`src/include/uart_flow_pkg.sv`:
```
// Package with register map, field positions and reset values of the flow block
package uart_flow_pkg;

  // Register byte offsets on the APB bus
  localparam logic [7:0] OFS_FEATURE   = 8'h00;
  localparam logic [7:0] OFS_MODEM     = 8'h04;
  localparam logic [7:0] OFS_IRQ_MASK  = 8'h08;
  localparam logic [7:0] OFS_THRESH    = 8'h0c;
  localparam logic [7:0] OFS_CHARS     = 8'h10;
  localparam logic [7:0] OFS_STATUS    = 8'h14;
  localparam logic [7:0] OFS_LINE      = 8'h18;

  // Field positions in enhanced_feature_control
  localparam int FEAT_TX_LSB    = 2;
  localparam int FEAT_RX_LSB    = 0;
  localparam int FEAT_SPECIAL   = 5;
  localparam int FEAT_AUTO_RTS  = 6;
  localparam int FEAT_AUTO_CTS  = 7;

  // Other single-bit fields
  localparam int MODEM_RESUME_ANY = 5;
  localparam int MASK_PAUSE_EN    = 5;
  localparam int STAT_HALTED      = 0;
  localparam int STAT_PAUSE_SENT  = 1;
  localparam int STAT_SPECIAL     = 2;
  localparam int STAT_PAUSE_FLAG  = 4;

  // Byte positions of the four flow characters in the chars register
  localparam int CH_RESUME1 = 0;
  localparam int CH_RESUME2 = 8;
  localparam int CH_PAUSE1  = 16;
  localparam int CH_PAUSE2  = 24;

  // Threshold nibbles count in steps of four bytes
  localparam int THR_HALT_LSB   = 0;
  localparam int THR_RESUME_LSB = 4;
  localparam int THR_SHIFT      = 2;

  // Selector codes shared by the transmit and receive fields
  localparam logic [1:0] SEL_NONE   = 2'h0;
  localparam logic [1:0] SEL_SECOND = 2'h1;
  localparam logic [1:0] SEL_FIRST  = 2'h2;
  localparam logic [1:0] SEL_BOTH   = 2'h3;

  // Word length codes
  localparam logic [1:0] WL_5 = 2'h0;
  localparam logic [1:0] WL_6 = 2'h1;
  localparam logic [1:0] WL_7 = 2'h2;

  // Reset values
  localparam logic [7:0]  RST_BYTE  = 8'h00;
  localparam logic [31:0] RST_CHARS = 32'h0000_0000;
  localparam logic [1:0]  RST_WLEN  = 2'h3;

endpackage : uart_flow_pkg

```
`src/logic/uart_flow_control.sv`:
```
// Automatic transmit flow control for one UART channel with APB registers
`timescale 1ns/100ps
module uart_flow_control
  import uart_flow_pkg::*;
#(
  parameter int LEVEL_W = 7
)(
  input  wire logic               pclk,
  input  wire logic               presetn,
  input  wire logic               psel,
  input  wire logic               penable,
  input  wire logic               pwrite,
  input  wire logic [7:0]         paddr,
  input  wire logic [31:0]        pwdata,
  output logic [31:0]             prdata,
  output logic                    pready,
  output logic                    pslverr,
  input  wire logic               cts_n,
  input  wire logic               rx_valid,
  input  wire logic [7:0]         rx_data,
  input  wire logic               rx_err,
  input  wire logic [LEVEL_W-1:0] rx_level,
  output logic                    fifo_wr_valid,
  output logic [7:0]              fifo_wr_data,
  output logic                    fifo_wr_err,
  input  wire logic               txf_valid,
  input  wire logic [7:0]         txf_data,
  output logic                    txf_pop,
  input  wire logic               tx_busy,
  output logic                    tx_start,
  output logic [7:0]              tx_char,
  output logic                    auto_rts_en,
  output logic                    irq
);

  // Mask of the bits that the current word length sends
  function automatic logic [7:0] word_mask(input logic [1:0] wl);
    logic [7:0] m;
    m = 8'hff;
    if (wl == WL_5)
      m = 8'h1f;
    else if (wl == WL_6)
      m = 8'h3f;
    else if (wl == WL_7)
      m = 8'h7f;
    return m;
  endfunction : word_mask

  // Threshold nibble scaled to a receive level
  function automatic logic [LEVEL_W-1:0] thr_level(input logic [3:0] nib);
    logic [LEVEL_W+3:0] v;
    v = {{LEVEL_W{1'b0}}, nib} << THR_SHIFT;
    return v[LEVEL_W-1:0];
  endfunction : thr_level

  // Software registers
  logic [7:0]  feature_r;
  logic [7:0]  modem_r;
  logic [7:0]  mask_r;
  logic [7:0]  thresh_r;
  logic [31:0] chars_r;
  logic [1:0]  wlen_r;

  // Receive and transmit state
  logic        halted_r,     halted_nxt;
  logic        flag_r,       flag_nxt;
  logic        special_r,    special_nxt;
  logic        held_v_r,     held_v_nxt;
  logic        held_pause_r, held_pause_nxt;
  logic [7:0]  held_d_r,     held_d_nxt;
  logic        spill_v_r,    spill_v_nxt;
  logic [7:0]  spill_d_r,    spill_d_nxt;
  logic        spill_e_r,    spill_e_nxt;
  logic        wr_v_r,       wr_v_nxt;
  logic [7:0]  wr_d_r,       wr_d_nxt;
  logic        wr_e_r,       wr_e_nxt;
  logic        pause_sent_r;
  logic [1:0]  sent_sel_r;
  logic        fc_act_r;
  logic        fc_pause_r;
  logic [1:0]  fc_sel_r;
  logic        fc_idx_r;
  logic        start_r;
  logic [7:0]  char_r;
  logic [31:0] rdata_r;

  // Bus decode
  wire         setup_rd  = psel & ~penable & ~pwrite;
  wire         acc       = psel & penable;
  wire         hit_feat  = (paddr == OFS_FEATURE);
  wire         hit_modem = (paddr == OFS_MODEM);
  wire         hit_mask  = (paddr == OFS_IRQ_MASK);
  wire         hit_thr   = (paddr == OFS_THRESH);
  wire         hit_chars = (paddr == OFS_CHARS);
  wire         hit_stat  = (paddr == OFS_STATUS);
  wire         hit_line  = (paddr == OFS_LINE);
  wire         mapped    = hit_feat | hit_modem | hit_mask | hit_thr |
                           hit_chars | hit_stat | hit_line;
  wire         wr_en     = acc & pwrite & mapped;
  wire         stat_rd   = acc & ~pwrite & hit_stat;
  wire [7:0]   status_v  = {3'h0, flag_r, 1'b0, special_r,
                            pause_sent_r, halted_r};
  wire [31:0]  rd_mux    = hit_feat  ? {24'h0, feature_r} :
                           hit_modem ? {24'h0, modem_r} :
                           hit_mask  ? {24'h0, mask_r} :
                           hit_thr   ? {24'h0, thresh_r} :
                           hit_chars ? chars_r :
                           hit_stat  ? {24'h0, status_v} :
                           hit_line  ? {30'h0, wlen_r} : 32'h0;

  assign pready  = 1'b1;
  assign pslverr = acc & ~mapped;
  assign prdata  = rdata_r;

  // Configuration fields
  wire [1:0]  tx_sel     = feature_r[FEAT_TX_LSB +: 2];
  wire [1:0]  rx_sel     = feature_r[FEAT_RX_LSB +: 2];
  wire        auto_cts   = feature_r[FEAT_AUTO_CTS];
  wire        special_en = feature_r[FEAT_SPECIAL];
  wire        resume_any = modem_r[MODEM_RESUME_ANY];
  wire [7:0]  wmask      = word_mask(wlen_r);
  wire [7:0]  resume1    = chars_r[CH_RESUME1 +: 8];
  wire [7:0]  resume2    = chars_r[CH_RESUME2 +: 8];
  wire [7:0]  pause1     = chars_r[CH_PAUSE1 +: 8];
  wire [7:0]  pause2     = chars_r[CH_PAUSE2 +: 8];
  assign auto_rts_en = feature_r[FEAT_AUTO_RTS];

  // Character under inspection: a spilled one first, else the receiver's
  wire        cur_v   = spill_v_r | rx_valid;
  wire [7:0]  cur_d   = spill_v_r ? spill_d_r : rx_data;
  wire        cur_e   = spill_v_r ? spill_e_r : rx_err;
  wire        cur_ok  = cur_v & ~cur_e & (rx_sel != SEL_NONE);
  wire        is_p1   = (cur_d & wmask) == (pause1 & wmask);
  wire        is_p2   = (cur_d & wmask) == (pause2 & wmask);
  wire        is_r1   = (cur_d & wmask) == (resume1 & wmask);
  wire        is_r2   = (cur_d & wmask) == (resume2 & wmask);
  wire        seq     = (rx_sel == SEL_BOTH) &
                        ((tx_sel == SEL_BOTH) | (tx_sel == SEL_NONE));
  wire        either  = (rx_sel == SEL_BOTH) & ~seq;
  wire        use1    = (rx_sel == SEL_FIRST) | either;
  wire        use2    = (rx_sel == SEL_SECOND) | either;
  wire        spec_hit = cur_v & ~cur_e & special_en & is_p2;

  // Receive matching, pause and resume recognition
  always_comb
  begin
    halted_nxt     = halted_r;
    flag_nxt       = flag_r;
    special_nxt    = special_r;
    held_v_nxt     = held_v_r;
    held_pause_nxt = held_pause_r;
    held_d_nxt     = held_d_r;
    spill_v_nxt    = 1'b0;
    spill_d_nxt    = spill_d_r;
    spill_e_nxt    = spill_e_r;
    wr_v_nxt       = 1'b0;
    wr_d_nxt       = wr_d_r;
    wr_e_nxt       = wr_e_r;
    if (stat_rd && special_r)
    begin
      flag_nxt    = 1'b0;
      special_nxt = 1'b0;
    end
    if (cur_v)
    begin
      // Default: store the character as plain data
      wr_v_nxt = 1'b1;
      wr_d_nxt = cur_d;
      wr_e_nxt = cur_e;
      if (halted_r && resume_any)
        halted_nxt = 1'b0;
      if (spec_hit)
      begin
        flag_nxt    = 1'b1;
        special_nxt = 1'b1;
      end
      else if (seq && held_v_r)
      begin
        held_v_nxt = 1'b0;
        if (cur_ok && held_pause_r && is_p2)
        begin
          wr_v_nxt    = 1'b0;
          halted_nxt  = 1'b1;
          flag_nxt    = 1'b1;
          special_nxt = 1'b0;
        end
        else if (cur_ok && !held_pause_r && is_r2)
        begin
          wr_v_nxt   = 1'b0;
          halted_nxt = 1'b0;
          flag_nxt   = special_r ? flag_nxt : 1'b0;
        end
        else
        begin
          // Lone first character: store it, look at the new one next cycle
          wr_d_nxt    = held_d_r;
          wr_e_nxt    = 1'b0;
          spill_v_nxt = 1'b1;
          spill_d_nxt = cur_d;
          spill_e_nxt = cur_e;
        end
      end
      else if (seq && cur_ok && is_p1)
      begin
        wr_v_nxt       = 1'b0;
        held_v_nxt     = 1'b1;
        held_pause_nxt = 1'b1;
        held_d_nxt     = cur_d;
      end
      else if (seq && cur_ok && is_r1)
      begin
        wr_v_nxt = 1'b0;
        if (!(halted_r && resume_any))
        begin
          held_v_nxt     = 1'b1;
          held_pause_nxt = 1'b0;
          held_d_nxt     = cur_d;
        end
        // Otherwise taken as any-character resume; second one is data
      end
      else if (!seq && cur_ok && ((use1 && is_p1) || (use2 && is_p2)))
      begin
        wr_v_nxt    = 1'b0;
        halted_nxt  = 1'b1;
        flag_nxt    = 1'b1;
        special_nxt = 1'b0;
      end
      else if (!seq && cur_ok && ((use1 && is_r1) || (use2 && is_r2)))
      begin
        wr_v_nxt   = 1'b0;
        halted_nxt = 1'b0;
        flag_nxt   = special_r ? flag_nxt : 1'b0;
      end
    end
    else if (held_v_r && !seq)
    begin
      // Mode left sequential matching: release the held character
      held_v_nxt = 1'b0;
      wr_v_nxt   = 1'b1;
      wr_d_nxt   = held_d_r;
      wr_e_nxt   = 1'b0;
    end
  end

  assign fifo_wr_valid = wr_v_r;
  assign fifo_wr_data  = wr_d_r;
  assign fifo_wr_err   = wr_e_r;
  assign irq = flag_r & mask_r[MASK_PAUSE_EN];

  // Transmit side decisions
  wire        idle     = ~tx_busy & ~start_r;
  wire        cts_ok   = ~auto_cts | ~cts_n;
  wire        can_go   = idle & cts_ok;
  wire        level_hi = rx_level > thr_level(thresh_r[THR_HALT_LSB +: 4]);
  wire        level_lo = rx_level <= thr_level(thresh_r[THR_RESUME_LSB +: 4]);
  wire        need_res = pause_sent_r &
                         (level_lo | (tx_sel == SEL_NONE) |
                          (tx_sel != sent_sel_r));
  wire        need_pau = ~pause_sent_r & (tx_sel != SEL_NONE) &
                         level_hi;
  wire        fc_go    = fc_act_r & can_go;
  wire        fc_last  = (fc_sel_r != SEL_BOTH) | fc_idx_r;
  wire        use_sec  = fc_idx_r | (fc_sel_r == SEL_SECOND);
  wire [7:0]  fc_char  = fc_pause_r ? (use_sec ? pause2 : pause1) :
                                      (use_sec ? resume2 : resume1);
  assign txf_pop  = can_go & ~fc_act_r & txf_valid & ~halted_r;
  assign tx_start = start_r;
  assign tx_char  = char_r;

  // Flow character sequencer and transmit start
  always_ff @(posedge pclk or negedge presetn)
  begin
    if (!presetn)
    begin
      fc_act_r     <= 1'b0;
      fc_pause_r   <= 1'b0;
      fc_sel_r     <= SEL_NONE;
      fc_idx_r     <= 1'b0;
      pause_sent_r <= 1'b0;
      sent_sel_r   <= SEL_NONE;
      start_r      <= 1'b0;
      char_r       <= RST_BYTE;
    end
    else
    begin
      start_r <= fc_go | txf_pop;
      if (fc_go)
        char_r <= fc_char & wmask;
      else if (txf_pop)
        char_r <= txf_data & wmask;
      if (!fc_act_r && (need_res || need_pau))
      begin
        fc_act_r   <= 1'b1;
        fc_pause_r <= need_pau;
        fc_sel_r   <= need_pau ? tx_sel : sent_sel_r;
        fc_idx_r   <= 1'b0;
      end
      else if (fc_go)
      begin
        fc_idx_r <= 1'b1;
        if (fc_last)
        begin
          fc_act_r     <= 1'b0;
          pause_sent_r <= fc_pause_r;
          sent_sel_r   <= fc_sel_r;
        end
      end
    end
  end

  // Receive state registers
  always_ff @(posedge pclk or negedge presetn)
  begin
    if (!presetn)
    begin
      halted_r     <= 1'b0;
      flag_r       <= 1'b0;
      special_r    <= 1'b0;
      held_v_r     <= 1'b0;
      held_pause_r <= 1'b0;
      held_d_r     <= RST_BYTE;
      spill_v_r    <= 1'b0;
      spill_d_r    <= RST_BYTE;
      spill_e_r    <= 1'b0;
      wr_v_r       <= 1'b0;
      wr_d_r       <= RST_BYTE;
      wr_e_r       <= 1'b0;
    end
    else
    begin
      halted_r     <= halted_nxt;
      flag_r       <= flag_nxt;
      special_r    <= special_nxt;
      held_v_r     <= held_v_nxt;
      held_pause_r <= held_pause_nxt;
      held_d_r     <= held_d_nxt;
      spill_v_r    <= spill_v_nxt;
      spill_d_r    <= spill_d_nxt;
      spill_e_r    <= spill_e_nxt;
      wr_v_r       <= wr_v_nxt;
      wr_d_r       <= wr_d_nxt;
      wr_e_r       <= wr_e_nxt;
    end
  end

  // APB register writes and read data capture in the setup cycle
  always_ff @(posedge pclk or negedge presetn)
  begin
    if (!presetn)
    begin
      feature_r <= RST_BYTE;
      modem_r   <= RST_BYTE;
      mask_r    <= RST_BYTE;
      thresh_r  <= RST_BYTE;
      chars_r   <= RST_CHARS;
      wlen_r    <= RST_WLEN;
      rdata_r   <= RST_CHARS;
    end
    else
    begin
      if (setup_rd)
        rdata_r <= rd_mux;
      if (wr_en && hit_feat)
        feature_r <= pwdata[7:0];
      if (wr_en && hit_modem)
        modem_r <= pwdata[7:0];
      if (wr_en && hit_mask)
        mask_r <= pwdata[7:0];
      if (wr_en && hit_thr)
        thresh_r <= pwdata[7:0];
      if (wr_en && hit_chars)
        chars_r <= pwdata;
      if (wr_en && hit_line)
        wlen_r <= pwdata[1:0];
    end
  end

endmodule : uart_flow_control

```
`config.mk`:
```
export PLATFORM = sky130hd
export DESIGN_NAME = uart_flow_control
export DESIGN_NICKNAME = d
export VERILOG_FILES = /design/src/include/uart_flow_pkg.sv /design/src/logic/uart_flow_control.sv
export SDC_FILE = /design/constraint.sdc
export NUM_CORES = 1
export LEC_CHECK = 0
export BUFFER_PORTS_ARGS = -buffer_cell sky130_fd_sc_hd__buf_2
export CAP_MARGIN = 20
export CORE_ASPECT_RATIO = 0.7
export CORE_MARGIN = 2
export CORE_UTILIZATION = 45
export DETAILED_ROUTE_END_ITERATION = 16
export PLACE_DENSITY = 0.75
export SYNTH_ARGS = -nofsm -noshare
export SYNTH_HDL_FRONTEND = slang
export SYNTH_SLANG_ARGS = --single-unit
```
`constraint.sdc`:
```
create_clock -name pclk -period 6.7 [get_ports pclk]
set_input_delay 1.34 -clock pclk [delete_from_list [all_inputs] [get_ports pclk]]
set_output_delay 1.34 -clock pclk [all_outputs]
set_load 0.01 [all_outputs]
```
# ---- Yosys cells after proc, flatten, opt, wreduce, memory -nomap -nowiden
# Index checks and enable logic that the tools add are counted.
dict set report totals {
  register_bits 148
  output_inout_bits 56
  input_bits 73
  word_cells 250
}
dict set report classes {
  n_bitwise 64
  order_cmp 2
  muxes 88
  eq_ne 23
  n_reduce_logical 46
}
# op count
set op_table {}
lappend op_table {{32-bit 2-to-1 mux} 5}
lappend op_table {{8-bit 2-to-1 mux} 18}
lappend op_table {{1-bit 2-to-1 mux} 62}
lappend op_table {{8-bit AND} 7}
lappend op_table {{8-bit == test} 4}
lappend op_table {{1-bit logical AND} 25}
lappend op_table {{1-bit AND} 24}
lappend op_table {{8-bit by 5-bit == test with 1-bit output, second input constant} 3}
lappend op_table {{1-bit NOT} 17}
lappend op_table {{8-bit by 4-bit == test with 1-bit output, second input constant} 2}
lappend op_table {{1-bit OR} 16}
lappend op_table {{2-bit nonzero test} 7}
lappend op_table {{5-bit AND reduction} 2}
lappend op_table {{2-bit == test, second input constant} 4}
lappend op_table {{8-bit by 3-bit == test with 1-bit output, second input constant} 1}
lappend op_table {{8-bit zero test} 1}
lappend op_table {{7-bit by 6-bit > comparator with 1-bit output} 1}
lappend op_table {{7-bit by 6-bit less-or-equal comparator with 1-bit output} 1}
lappend op_table {{2-bit by 1-bit == test with 1-bit output, second input constant} 3}
lappend op_table {{2-bit inequality test, second input constant} 3}
lappend op_table {{5-bit 2-to-1 mux} 1}
lappend op_table {{2-bit zero test} 2}
lappend op_table {{2-bit 2-to-1 mux} 2}
lappend op_table {{4-bit by 1-bit inequality test with 1-bit output, second input constant} 1}
lappend op_table {{other kinds (7)} 11}

# ---- Depth between registers and ports, before layout
# Gate-level depths: netlist of run 1.
dict set report logic_depth {
  depth_word 16
  depth_mapped 10
  ltp_nobuf 9
}

# ---- Worst setup path before layout of run 1
# No wires, ideal clock.
dict set report synth_timing {
  path_kind {input-to-output}
  from {input port paddr[2]}
  to {output port pslverr}
  required_time_ps 5360
  setup_slack_ps 2990
  path_stages 4
  t_arrival_ps 2370
  path_buffers 2
  path_cell_list {clkbuf_1 buf_1 a31oi_1 nor2_1}
}
dict set report synth_via {
  elab_chain_len 9
  word_cells_on_any_way 15
  cone_classes {eq/ne (6); bitwise (8); reduce/logical (1)}
}
# element line_no
set synth_lines {}
lappend synth_lines {{from (decl)} uart_flow_control.sv:13} ;# input wire logic [7:0] paddr,
lappend synth_lines {{8-bit by 3-bit == test with 1-bit output / 8-bit zero test (equally long branches)} {uart_flow_control.sv:91, uart_flow_control.sv:90}}
lappend synth_lines {{1-bit OR (4 in a row)} uart_flow_control.sv:97} ;# wire mapped = hit_feat | hit_modem | hit_mask | hit_thr |
lappend synth_lines {{1-bit OR} uart_flow_control.sv:98} ;# hit_chars | hit_stat | hit_line;
lappend synth_lines {{1-bit OR (*)} uart_flow_control.sv:98}
lappend synth_lines {{1-bit NOT (*)} uart_flow_control.sv:112} ;# assign pslverr = acc & ~mapped;
lappend synth_lines {{1-bit AND (*)} uart_flow_control.sv:112}
lappend synth_lines {{to (decl)} uart_flow_control.sv:17} ;# output logic pslverr,
# Mark *: on every way between the ends. The rest lies on a longest branch, timed or not.

# ---- Worst setup path in the final report of run 1
dict set report layout_timing {
  from {input port cts_n}
  to {output port txf_pop}
}
dict set report layout_via {
  elab_chain_len 6
}
# element line_no
set layout_lines {}
lappend layout_lines {{from (decl)} uart_flow_control.sv:18} ;# input wire logic cts_n,
lappend layout_lines {{1-bit NOT} uart_flow_control.sv:252} ;# wire cts_ok = ~auto_cts | ~cts_n;
lappend layout_lines {{1-bit OR} uart_flow_control.sv:252}
lappend layout_lines {{1-bit AND} uart_flow_control.sv:253} ;# wire can_go = idle & cts_ok;
lappend layout_lines {{1-bit AND (3 in a row)} uart_flow_control.sv:266} ;# assign txf_pop = can_go & ~fc_act_r & txf_valid & ~halted_r;
lappend layout_lines {{to (decl)} uart_flow_control.sv:28} ;# output logic txf_pop,
# No other way between the ends.

==> flow_metrics.env, run 1 <==
export IMPL_cts_buffer_depth=2
export IMPL_final_core_util_pct=53.7
export IMPL_grt_antenna_before_repair=0
export IMPL_rsz0062_at_grt="false"
export IMPL_drt_pass1_iter_count=5
export IMPL_worst_setup_path_end_kind="output pin"
export IMPL_num_vias=6135
export IMPL_dp_hpwl_mm=15.4
export IMPL_io_buffers=127
export IMPL_synth_simple_gate_area_share_pct=14.0
export IMPL_dr_first_iter_drc_count=608
export IMPL_cts_buffers=17
export IMPL_ir_drop_uv=120
export IMPL_cts_htree_levels=4
export IMPL_dieHeight_um=114
export IMPL_first_global_vias=5839
export IMPL_fmax_mhz=250
export IMPL_fin_crit_ns=4.00
export IMPL_clock_sinks=148
export IMPL_fin_area_um2=9100
export IMPL_finalCritPeriodShare_pct=59.6
export IMPL_hp_start="prdata[10]"
export IMPL_layout_nets=919
export IMPL_worst_slew_pin_slew_ns=1.00
export IMPL_ys_seq_area_share_pct=48.0
export IMPL_finalMaxSlewViolations=0
export IMPL_fin_skew_ns=0.0196
export IMPL_grt_max_degree=97
export IMPL_final_hold_viol_count=0
export IMPL_slew_headroom_pct=33.0
export IMPL_pin_count=129
export IMPL_syn_inst=718
export IMPL_crit_arrival_ns=2.66
export IMPL_layout_drive_gt1_share_pct=32.1
export IMPL_crit_reg2reg_capture="spill_d_r[5]"
export IMPL_place_congestion=1.01
export IMPL_ant_nets=0
export IMPL_multiInputGateArea_um2=3710
export IMPL_crit_start="cts_n"
export IMPL_crit_end="txf_pop"
export IMPL_syn_area_um2=7710
export IMPL_synth_mux_area_fraction_pct=18.4
export IMPL_worstReg2RegStart="spill_v_r"
export IMPL_start_util_pct=45.5
export IMPL_grt_overflow=0
export IMPL_cp_max_fo=10
export IMPL_die_x_um=160
export IMPL_grt_pass1_wl_mm=33.3
export IMPL_clkTransAtPathRegs_ns=0.06
export IMPL_num_rows=40
export IMPL_crit_type="in2out"
export IMPL_grt_use_total_pct=23.8
export IMPL_ff2ff_path_depth=8
export IMPL_status="completed"
export IMPL_fill_cells=1486
export IMPL_cts_hold_buf=0
export IMPL_wirelength_mm=21.0
export IMPL_hold_slack_ns=0.472
export IMPL_post_cts_resized=0
export IMPL_use_met2_pct=33.0
export IMPL_synth_compound_area_share_pct=10.6
export IMPL_grt_busiest_layer="met1"
export IMPL_syn_nets=800
export IMPL_route_detailed_drc=0
export IMPL_hp_class="reg2reg"
export IMPL_clockRootBuffer="clkbuf_16"
export IMPL_r2r_slack_ns=3.02
export IMPL_grtUsageMet1_pct=36.2
export IMPL_cp_start_kind="input port"
export IMPL_synth_edf_count=0
export IMPL_maxCapViolCount=0
export IMPL_die_area_um2=18200
export IMPL_wl_per_cell_um=19.4
export IMPL_synthXorXnorAreaFrac_pct=3.52
export IMPL_antennaDiodeCount=0
export IMPL_dpl_instance_area_um2=8520
export IMPL_p_per_area_nw_per_um2=221
export IMPL_synth_top_family_by_area="multiplexers"
export IMPL_async_reset_ff_share_pct=100
export IMPL_gr_usage_met3_pct=7.42
export IMPL_synth_avg_cell_area_um2=10.7
export IMPL_viasPerCell=5.68
export IMPL_synth_fa_ha_area_share_pct=1.46
export IMPL_ys_flop_type="dfrtp_1"
export IMPL_setup_viol=0
export IMPL_regArea_um2=3710
export IMPL_cts_setup_buffers=0
export IMPL_ys_ff_latch=148
export IMPL_synth_cell_type_count=67
export IMPL_cts_tree="done"
export IMPL_worstPathRequired_ns=5.36
export IMPL_core_area_um2=17000
export IMPL_syn_to_final_growth_pct=18.0
export IMPL_clock_latency_ns=0.43
export IMPL_yosys_warnings=0
export IMPL_tns_ns=0
export IMPL_p_leak_uw=0.00438
## synthesized netlist by cell type (5+ instances only)
| cell type | count | area (um^2) |
|---|---|---|
| dfrtp_1 | 146 | 3650 |
| nand2_1 | 92 | 345 |
| mux2_2 | 75 | 845 |
| nand3_1 | 42 | 210 |
| nor2_1 | 38 | 143 |
| inv_1 | 34 | 128 |
| xnor2_1 | 30 | 263 |
| o21ai_0 | 27 | 135 |
| clkbuf_1 | 26 | 97.6 |
| a21oi_1 | 19 | 95.1 |
| mux2i_1 | 19 | 190 |
| nor3_1 | 12 | 60.1 |
| ha_1 | 9 | 113 |
| mux4_2 | 9 | 203 |
| o22a_1 | 9 | 78.8 |
| a31oi_1 | 8 | 50.1 |
| o41ai_1 | 8 | 70.1 |
| and3_1 | 7 | 43.8 |
| a211oi_1 | 6 | 45.0 |
| a21o_1 | 6 | 45.0 |
| nand4_1 | 6 | 37.5 |
| and2_1 | 5 | 31.3 |
| mux2i_2 | 5 | 68.8 |
| nand2b_1 | 5 | 31.3 |
| o22ai_1 | 5 | 31.3 |
## logic make-up (layout without fill, tap and decap cells)
group	count (synthesis)	after routing
and+or+nand+nor	228	228
other	1	1
AOI/OAI and AO/OA	117	117
DFF	148	148
buffers and inverters	70	202
muxes	114	114
adders and majority gates	9	9
xor gates and xnor gates	31	31
## area by class of cell
class                   count  area share (%)
repair buffers            135            7.68
clock inverters            14            1.57
inverters                  35            1.44
clock buffers              18            4.71
multi-input cells         500            40.7
well taps                 231            3.17
flip-flops and latches    148            40.7
## cell usage in the layout, fill, tap and decap left out, types with 3 or more instances in the layout
master,netlist,final
o22a_1,9,9
nor4_1,4,3
nand3_1,42,42
buf_4,1,7
mux2i_1,19,19
o22ai_1,5,5
and3_1,7,7
mux2i_4,3,3
ha_1,9,9
nand4_1,6,6
a22oi_1,4,4
o41ai_1,8,8
mux2i_2,5,5
mux2_2,75,75
mux2_4,3,3
a221oi_1,4,4
and2_1,5,5
nor2_1,38,38
inv_1,34,34
o21ai_0,27,27
a211oi_1,6,6
nand2b_1,5,5
o211ai_1,3,3
nor3_1,12,12
buf_2,1,127
inv_6,0,4
a21oi_1,19,19
a31oi_1,8,8
clkbuf_16,0,17
nor3b_1,3,3
mux4_2,9,9
a21o_1,6,6
nand2_1,92,92
xnor2_1,30,30
dfrtp_1,146,146
a221o_1,3,3
inv_8,0,3
clkinvlp_4,0,4
## power breakdown
group          internal, uW  switching [uW]  leakage [uW]
combinational          60.3            94.5       0.00218
sequential              911            14.3       0.00194
clock                   522             408      0.000270
## worst max-delay path: stages
cell and delay, ns:
buf_2 0.10, a211oi_1 0.42, nand3_1 0.37, clkinv_1 0.26, buf_2 0.17
## per-layer routing
metal	share of wire [%]	up-vias	wire, um
met4	1.0	0	212
met3	9.4	17	1980
met1	48	3041	10100
li1	-	2809	-
met2	41	268	8670
met5	0	-	0
## metrics by stage
step                      setup slack [ns]  power (uW)  cells
after floorplan                       2.99        1020    718
after detailed placement              2.69        1100   1047
after global routing                  2.53        2080   1081
after global placement                2.75        1090   1047
after CTS                             2.70        2020   1079
final                                 2.70        2010   1081
## worst min-delay path by stage
stage	cells after the start	end
2_1_floorplan	1	flag_r
3_3_place_gp	2	prdata[14]
3_5_place_dp	2	prdata[15]
4_1_cts	2	prdata[10]
5_1_grt	2	prdata[10]
6_report	2	prdata[10]
Power figures use the tool's default switching activity.
==> run 2: changes to the inputs <==
ABC_AREA = 1   (was not set)
clock period = 3.8 ns   (was 6.7 ns; I/O delays follow)
==> run 2 against run 1 <==
  * Critical path depth grew 5
  * Highest routed layer unchanged
  * Flip-flop and latch count is the same
  * Largest cell class is now registers
  * Synthesized area grew 1.9%
  * Core utilization grew 0.25 points
  * Non-clock buffer count is the same
  * Setup slack lost 1.7 ns
  * Sequential share of layout area shrank 0.54 points
  * Critical endpoint is now pslverr
  * Clock power grew 78%
  * Clock skew shrank 0.0079 ns
==> flow_metrics.env, run 2 <==
export IMPL_synth_top_area_cell="dfrtp_1"
export IMPL_maxCapViolCount=0
export IMPL_wl_per_cell_um=17.2
export IMPL_ys_flop_type="dfrtp_1"
export IMPL_cts_setup_buffers=0
export IMPL_route_detailed_drc=0
export IMPL_synth_top_area_share_pct=46.5
export IMPL_viasPerCell=5.38
export IMPL_fill_cells=1604
export IMPL_ff2ff_path_depth=13
export IMPL_first_global_vias=6888
export IMPL_grt_use_total_pct=26.3
export IMPL_dp_hpwl_mm=17.6
export IMPL_cts_tree="done"
export IMPL_ant_nets=0
export IMPL_post_cts_resized=0
export IMPL_yosys_warnings=0
export IMPL_rsz0062_at_grt="false"
export IMPL_finalMaxSlewViolations=0
export IMPL_async_reset_ff_share_pct=100
export IMPL_ys_ff_latch=148
export IMPL_grt_pass1_wl_mm=37.1
export IMPL_cts_htree_levels=4
export IMPL_io_buffers=127
export IMPL_core_area_um2=17100
export IMPL_crit_type="in2out"
export IMPL_hold_slack_ns=0.306
export IMPL_setup_viol=0
export IMPL_syn_to_final_growth_pct=17.4
export IMPL_clkTransAtPathRegs_ns=0.07
export IMPL_netlist_top_cells_count="295 x nand2_1, 146 x dfrtp_1, 118 x o21ai_0"
export IMPL_syn_inst=1009
export IMPL_clockRootBuffer="clkbuf_16"
export IMPL_antennaDiodeCount=0
export IMPL_finalCritPeriodShare_pct=73.5
export IMPL_wirelength_mm=23.6
export IMPL_cp_start_kind="input port"
export IMPL_fmax_mhz=358
export IMPL_crit_reg2reg_capture="fifo_wr_data[7]"
export IMPL_synth_avg_cell_area_um2=7.79
export IMPL_synth_most_common_cell="nand2_1"
export IMPL_final_hold_viol_count=0
export IMPL_synth_fa_ha_area_share_pct=1.43
export IMPL_cp_max_fo=9
export IMPL_die_x_um=162
export IMPL_layout_commonest_cell="nand2_1"
export IMPL_worst_slew_pin_slew_ns=0.752
export IMPL_synth_compound_area_share_pct=16.0
export IMPL_synthXorXnorAreaFrac_pct=0.446
export IMPL_cts_hold_buf=0
export IMPL_drt_pass1_iter_count=5
export IMPL_final_cell_mix="295 x nand2_1, 146 x dfrtp_1, 126 x buf_2"
export IMPL_p_per_area_nw_per_um2=454
export IMPL_synth_top_family_by_area="simple AND/OR/NAND/NOR gates"
export IMPL_p_leak_uw=0.00494
export IMPL_start_util_pct=45.9
export IMPL_fin_crit_ns=2.79
export IMPL_num_vias=7397
export IMPL_die_area_um2=18600
export IMPL_clock_latency_ns=0.44
export IMPL_worstReg2RegStart="spill_v_r"
export IMPL_num_rows=40
export IMPL_tns_ns=0
export IMPL_status="completed"
export IMPL_grt_overflow=0
export IMPL_place_congestion=1.02
export IMPL_place_inst=1343
export IMPL_dieHeight_um=115
export IMPL_ys_seq_area_share_pct=47.1
export IMPL_worstPathRequired_ns=3.04
export IMPL_layout_drive_gt1_share_pct=19.9
export IMPL_syn_area_um2=7860
export IMPL_dr_first_iter_drc_count=731
export IMPL_grt_max_degree=69
export IMPL_fin_cells=1375
export IMPL_synth_area_leaders="dfrtp_1 46%, nand2_1 14%, o21ai_0 7.5%"
export IMPL_regArea_um2=3710
export IMPL_clock_sinks=148
export IMPL_synth_cell_type_count=47
export IMPL_hp_class="in2async"
export IMPL_grt_antenna_before_repair=0
export IMPL_pin_count=129
export IMPL_syn_nets=1091
export IMPL_crit_arrival_ns=2.03
export IMPL_r2r_slack_ns=1.06
export IMPL_multiInputGateArea_um2=3460
export IMPL_worst_setup_path_end_kind="output pin"
export IMPL_synth_edf_count=0
export IMPL_finalPower_uw=4190
export IMPL_cts_buffers=17
export IMPL_ir_drop_uv=307
export IMPL_synth_simple_gate_area_share_pct=26.1
export IMPL_synth_mux_area_fraction_pct=0
export IMPL_cts_buffer_depth=2
export IMPL_layout_nets=1213
export IMPL_slew_headroom_pct=49.7
export IMPL_fin_skew_ns=0.0117
-- run 2: cell types whose count changed after synthesis, sizes merged, moves of 27 or more --
cell / before / now
mux2: 78 / 0
inv: 34 / 122
o21ai: 27 / 157
nand2: 92 / 307
mux2i: 27 / 0
xnor2: 30 / 0
nor2: 38 / 68
-- run 2: kinds of logic after synthesis --
group	Yosys count
AOI/OAI and AO/OA	221
xor gates and xnor gates	4
adders and majority gates	9
buffers and inverters	157
DFF	148
other	1
and+or+nand+nor	469
-- run 2: critical path: stages --
cell     delay, ns
buf_2         0.10
nor2_2        0.13
nand3_1       0.11
nor2_2        0.37
nor2_1        0.14
inv_2         0.10
nor3_2        0.04
nand3_2       0.10
nor2_1        0.04
buf_2         0.13
-- run 2: worst max path at each step --
stage / cells past startpoint / startpoint / to / slack, ns
5_1_grt: 13 / spill_v_r / fifo_wr_data[6] / 0.78
3_3_place_gp: 10 / paddr[1] / pslverr / 1.07
3_5_place_dp: 13 / paddr[1] / chars_r[10] / 0.96
4_1_cts: 10 / paddr[1] / pslverr / 1.02
2_1_floorplan: 8 / paddr[6] / pslverr / 1.41
6_report: 10 / paddr[1] / pslverr / 1.01
-- run 2: metal layers --
layer	routed length [um]	part of all wire [%]	global-route usage, %
met1	11100	47	40.9
met4	335	1.4	8.38
met3	2590	11	5.80
met5	0	0	0
met2	9600	41	36.1
-- run 2: per-stage QoR --
| stage | instance area [um^2] | utilization (%) | setup WS [ns] |
|---|---|---|---|
| global route | 9230 | 53.9 | 0.784 |
| detailed placement | 8650 | 50.5 | 0.961 |
| finish | 9230 | 53.9 | 1.01 |
| global placement | 8650 | 50.5 | 1.07 |
| CTS | 9230 | 53.9 | 1.02 |
| floorplan | 7860 | - | 1.41 |
-- run 2: area by class of cell --
type                       instances  area share [%]
sequential                       148            40.2
tap                              231            3.13
multi-input combinational        704            37.5
timing repair buffer             135            7.74
clock inverter                    15            1.67
clock buffer                      17            4.61
inverter                         125            5.14
-- run 2: where the power goes --
part | internal [uW] | switching, uW
combinational | 246 | 478
sequential | 1700 | 103
clock | 879 | 779
==> run 3: changes to the inputs <==
PLACE_DENSITY = 0.78   (was 0.75)
clock period = 2.54 ns   (was 3.8 ns; I/O delays follow)
==> run 3 against run 2 <==
  * Count of clock-buffer cells in the layout rose by 2
  * First-iteration DRC count is 4.0% higher
  * Core utilization rose by 1.1 points
  * Hold slack lost 0.24 ns
  * Clock power grew 64%
  * Register-to-register slack worse by 0.84 ns
  * Via count is 2.2% higher
  * Global-route usage increased by 0.74 points
  * Flip-flop and latch count stayed put
==> flow_metrics.env, run 3 (synthesized netlist as in run 2, its figures left out) <==
export IMPL_cp_depth=9
export IMPL_dp_hpwl_mm=18.2
export IMPL_worstReg2RegStart="spill_v_r"
export IMPL_worstPathRequired_ns=2.03
export IMPL_status="completed"
export IMPL_clock_sinks=148
export IMPL_num_rows=40
export IMPL_cp_start_kind="input port"
export IMPL_worst_slew_pin_slew_ns=0.633
export IMPL_ant_nets=0
export IMPL_fin_crit_ns=2.33
export IMPL_finalMaxSlewViolations=0
export IMPL_final_core_util_pct=55.0
export IMPL_p_per_area_nw_per_um2=691
export IMPL_viasPerCell=5.44
export IMPL_ff2ff_path_depth=12
export IMPL_p_switching_uw=1890
export IMPL_cp_top_family="simple AND/OR/NAND/NOR gates"
export IMPL_crit_reg2reg_capture="fifo_wr_data[7]"
export IMPL_antennaDiodeCount=0
export IMPL_cts_buffers=17
export IMPL_setup_viol=0
export IMPL_r2r_slack_ns=0.22
export IMPL_cts_setup_buffers=0
export IMPL_dr_first_iter_drc_count=760
export IMPL_fmax_mhz=430
export IMPL_core_area_um2=17100
export IMPL_post_cts_resized=0
export IMPL_grt_max_degree=65
export IMPL_dieHeight_um=115
export IMPL_p_sw_share_pct=29.1
export IMPL_final_hold_viol_count=0
export IMPL_layout_drive_gt1_share_pct=20.9
export IMPL_tns_ns=0
export IMPL_die_area_um2=18600
export IMPL_first_global_vias=6939
export IMPL_grt_antenna_before_repair=0
export IMPL_layout_nets=1227
export IMPL_p_leak_uw=0.00505
export IMPL_cts_htree_levels=4
export IMPL_comb_power_share_pct=16.8
export IMPL_path_buf_inv=4
export IMPL_start_util_pct=45.9
export IMPL_place_congestion=0.996
export IMPL_cts_hold_buf=0
export IMPL_num_vias=7561
export IMPL_crit_arrival_ns=1.82
export IMPL_fill_cells=1611
export IMPL_pwr_share_clk_pct=41.7
export IMPL_slew_headroom_pct=57.8
export IMPL_hp_class="in2async"
export IMPL_final_cell_mix="295 x nand2_1, 146 x dfrtp_1, 126 x buf_2"
export IMPL_clockRootBuffer="clkbuf_16"
export IMPL_clkTransAtPathRegs_ns=0.06
export IMPL_drt_pass1_iter_count=6
export IMPL_worst_setup_path_end_kind="output pin"
export IMPL_ir_drop_uv=516
export IMPL_rsz0062_at_grt="false"
export IMPL_cp_max_fo=9
export IMPL_cts_buffer_depth=2
export IMPL_syn_to_final_growth_pct=19.7
export IMPL_maxCapViolCount=0
export IMPL_grt_pass1_wl_mm=38.2
export IMPL_grt_overflow=0
export IMPL_wl_per_cell_um=17.6
export IMPL_grt_use_total_pct=27.1
export IMPL_die_x_um=162
export IMPL_cts_tree="done"
export IMPL_max_stage_delay_ns=0.38
export IMPL_path_cells="buf_2 -> inv_2 -> nand3_1 -> or2_1 -> inv_2 -> nor3_2 -> nand3_2 -> nor2_1 -> buf_2"
export IMPL_pin_count=129
export IMPL_fin_skew_ns=0.00882
export IMPL_io_buffers=127
export IMPL_wirelength_mm=24.5
export IMPL_layout_commonest_cell="nand2_1"
export IMPL_finalCritPeriodShare_pct=91.6
export IMPL_clock_latency_ns=0.44
export IMPL_cp_slowest_cell="or2_1"
export IMPL_route_detailed_drc=0
export IMPL_p_seq_share_pct=41.4
export IMPL_p_int_uw=4610
export IMPL_crit_type="in2out"
## run 3: cell types whose count changed in the layout (fill, tap and decap cells not counted), sizes merged
cell and delta:
clkbuf +2, clkinv +5, buf +14, bufinv +4, inv -11
## run 3: layout make-up
cell class | count | area [um^2] | share of cell area (%)
Sequential cell | 148 | 3710 | 39.4
Multi-Input combinational cell | 704 | 3460 | 36.8
Timing Repair Buffer | 149 | 845 | 8.97
Inverter | 125 | 474 | 5.04
Clock buffer | 19 | 453 | 4.81
Tap cell | 231 | 289 | 3.07
Clock inverter | 13 | 181 | 1.93
## run 3: worst max path at each step
| stage | start | endpoint | slack (ns) |
|---|---|---|---|
| floorplan | feature_r[2] | held_pause_r | 0.57 |
| global placement | rx_data[3] | fifo_wr_data[0] | 0.30 |
| detailed placement | paddr[2] | pslverr | 0.23 |
| CTS | paddr[2] | pslverr | 0.23 |
| global route | spill_v_r | fifo_wr_data[0] | 0.05 |
| finish | paddr[2] | pslverr | 0.21 |
## run 3: power by group through the flow
stage          registers, uW  clock network [uW]  logic (uW)
2_1_floorplan           2720                   0         619
3_3_place_gp            2730                   0        1040
3_5_place_dp            2720                   0        1070
4_1_cts                 2690                2740        1080
5_1_grt                 2720                2840        1210
6_report                2700                2720        1090
## run 3: routing by layer
layer  part of all wire (%)  global-route usage [%]  vias up
met2                     40                    37.6      410
met3                     12                    8.69       36
met5                      0                       0        -
met1                     46                    40.8     3548
li1                       -                       -     3567
met4                    1.2                    6.49        0
## run 3: metrics by stage
stage | cell area (um^2) | setup slack, ns | power [uW] | hold slack, ns | cells
4_1_cts | 9410 | 0.229 | 6510 | 0.0833 | 1389
5_1_grt | 9410 | 0.0452 | 6770 | 0.102 | 1389
6_report | 9410 | 0.213 | 6510 | 0.0631 | 1389
3_3_place_gp | 8780 | 0.302 | 3770 | 0.461 | 1357
3_5_place_dp | 8780 | 0.225 | 3800 | 0.461 | 1357
2_1_floorplan | 7860 | 0.567 | 3340 | 0.212 | 1009
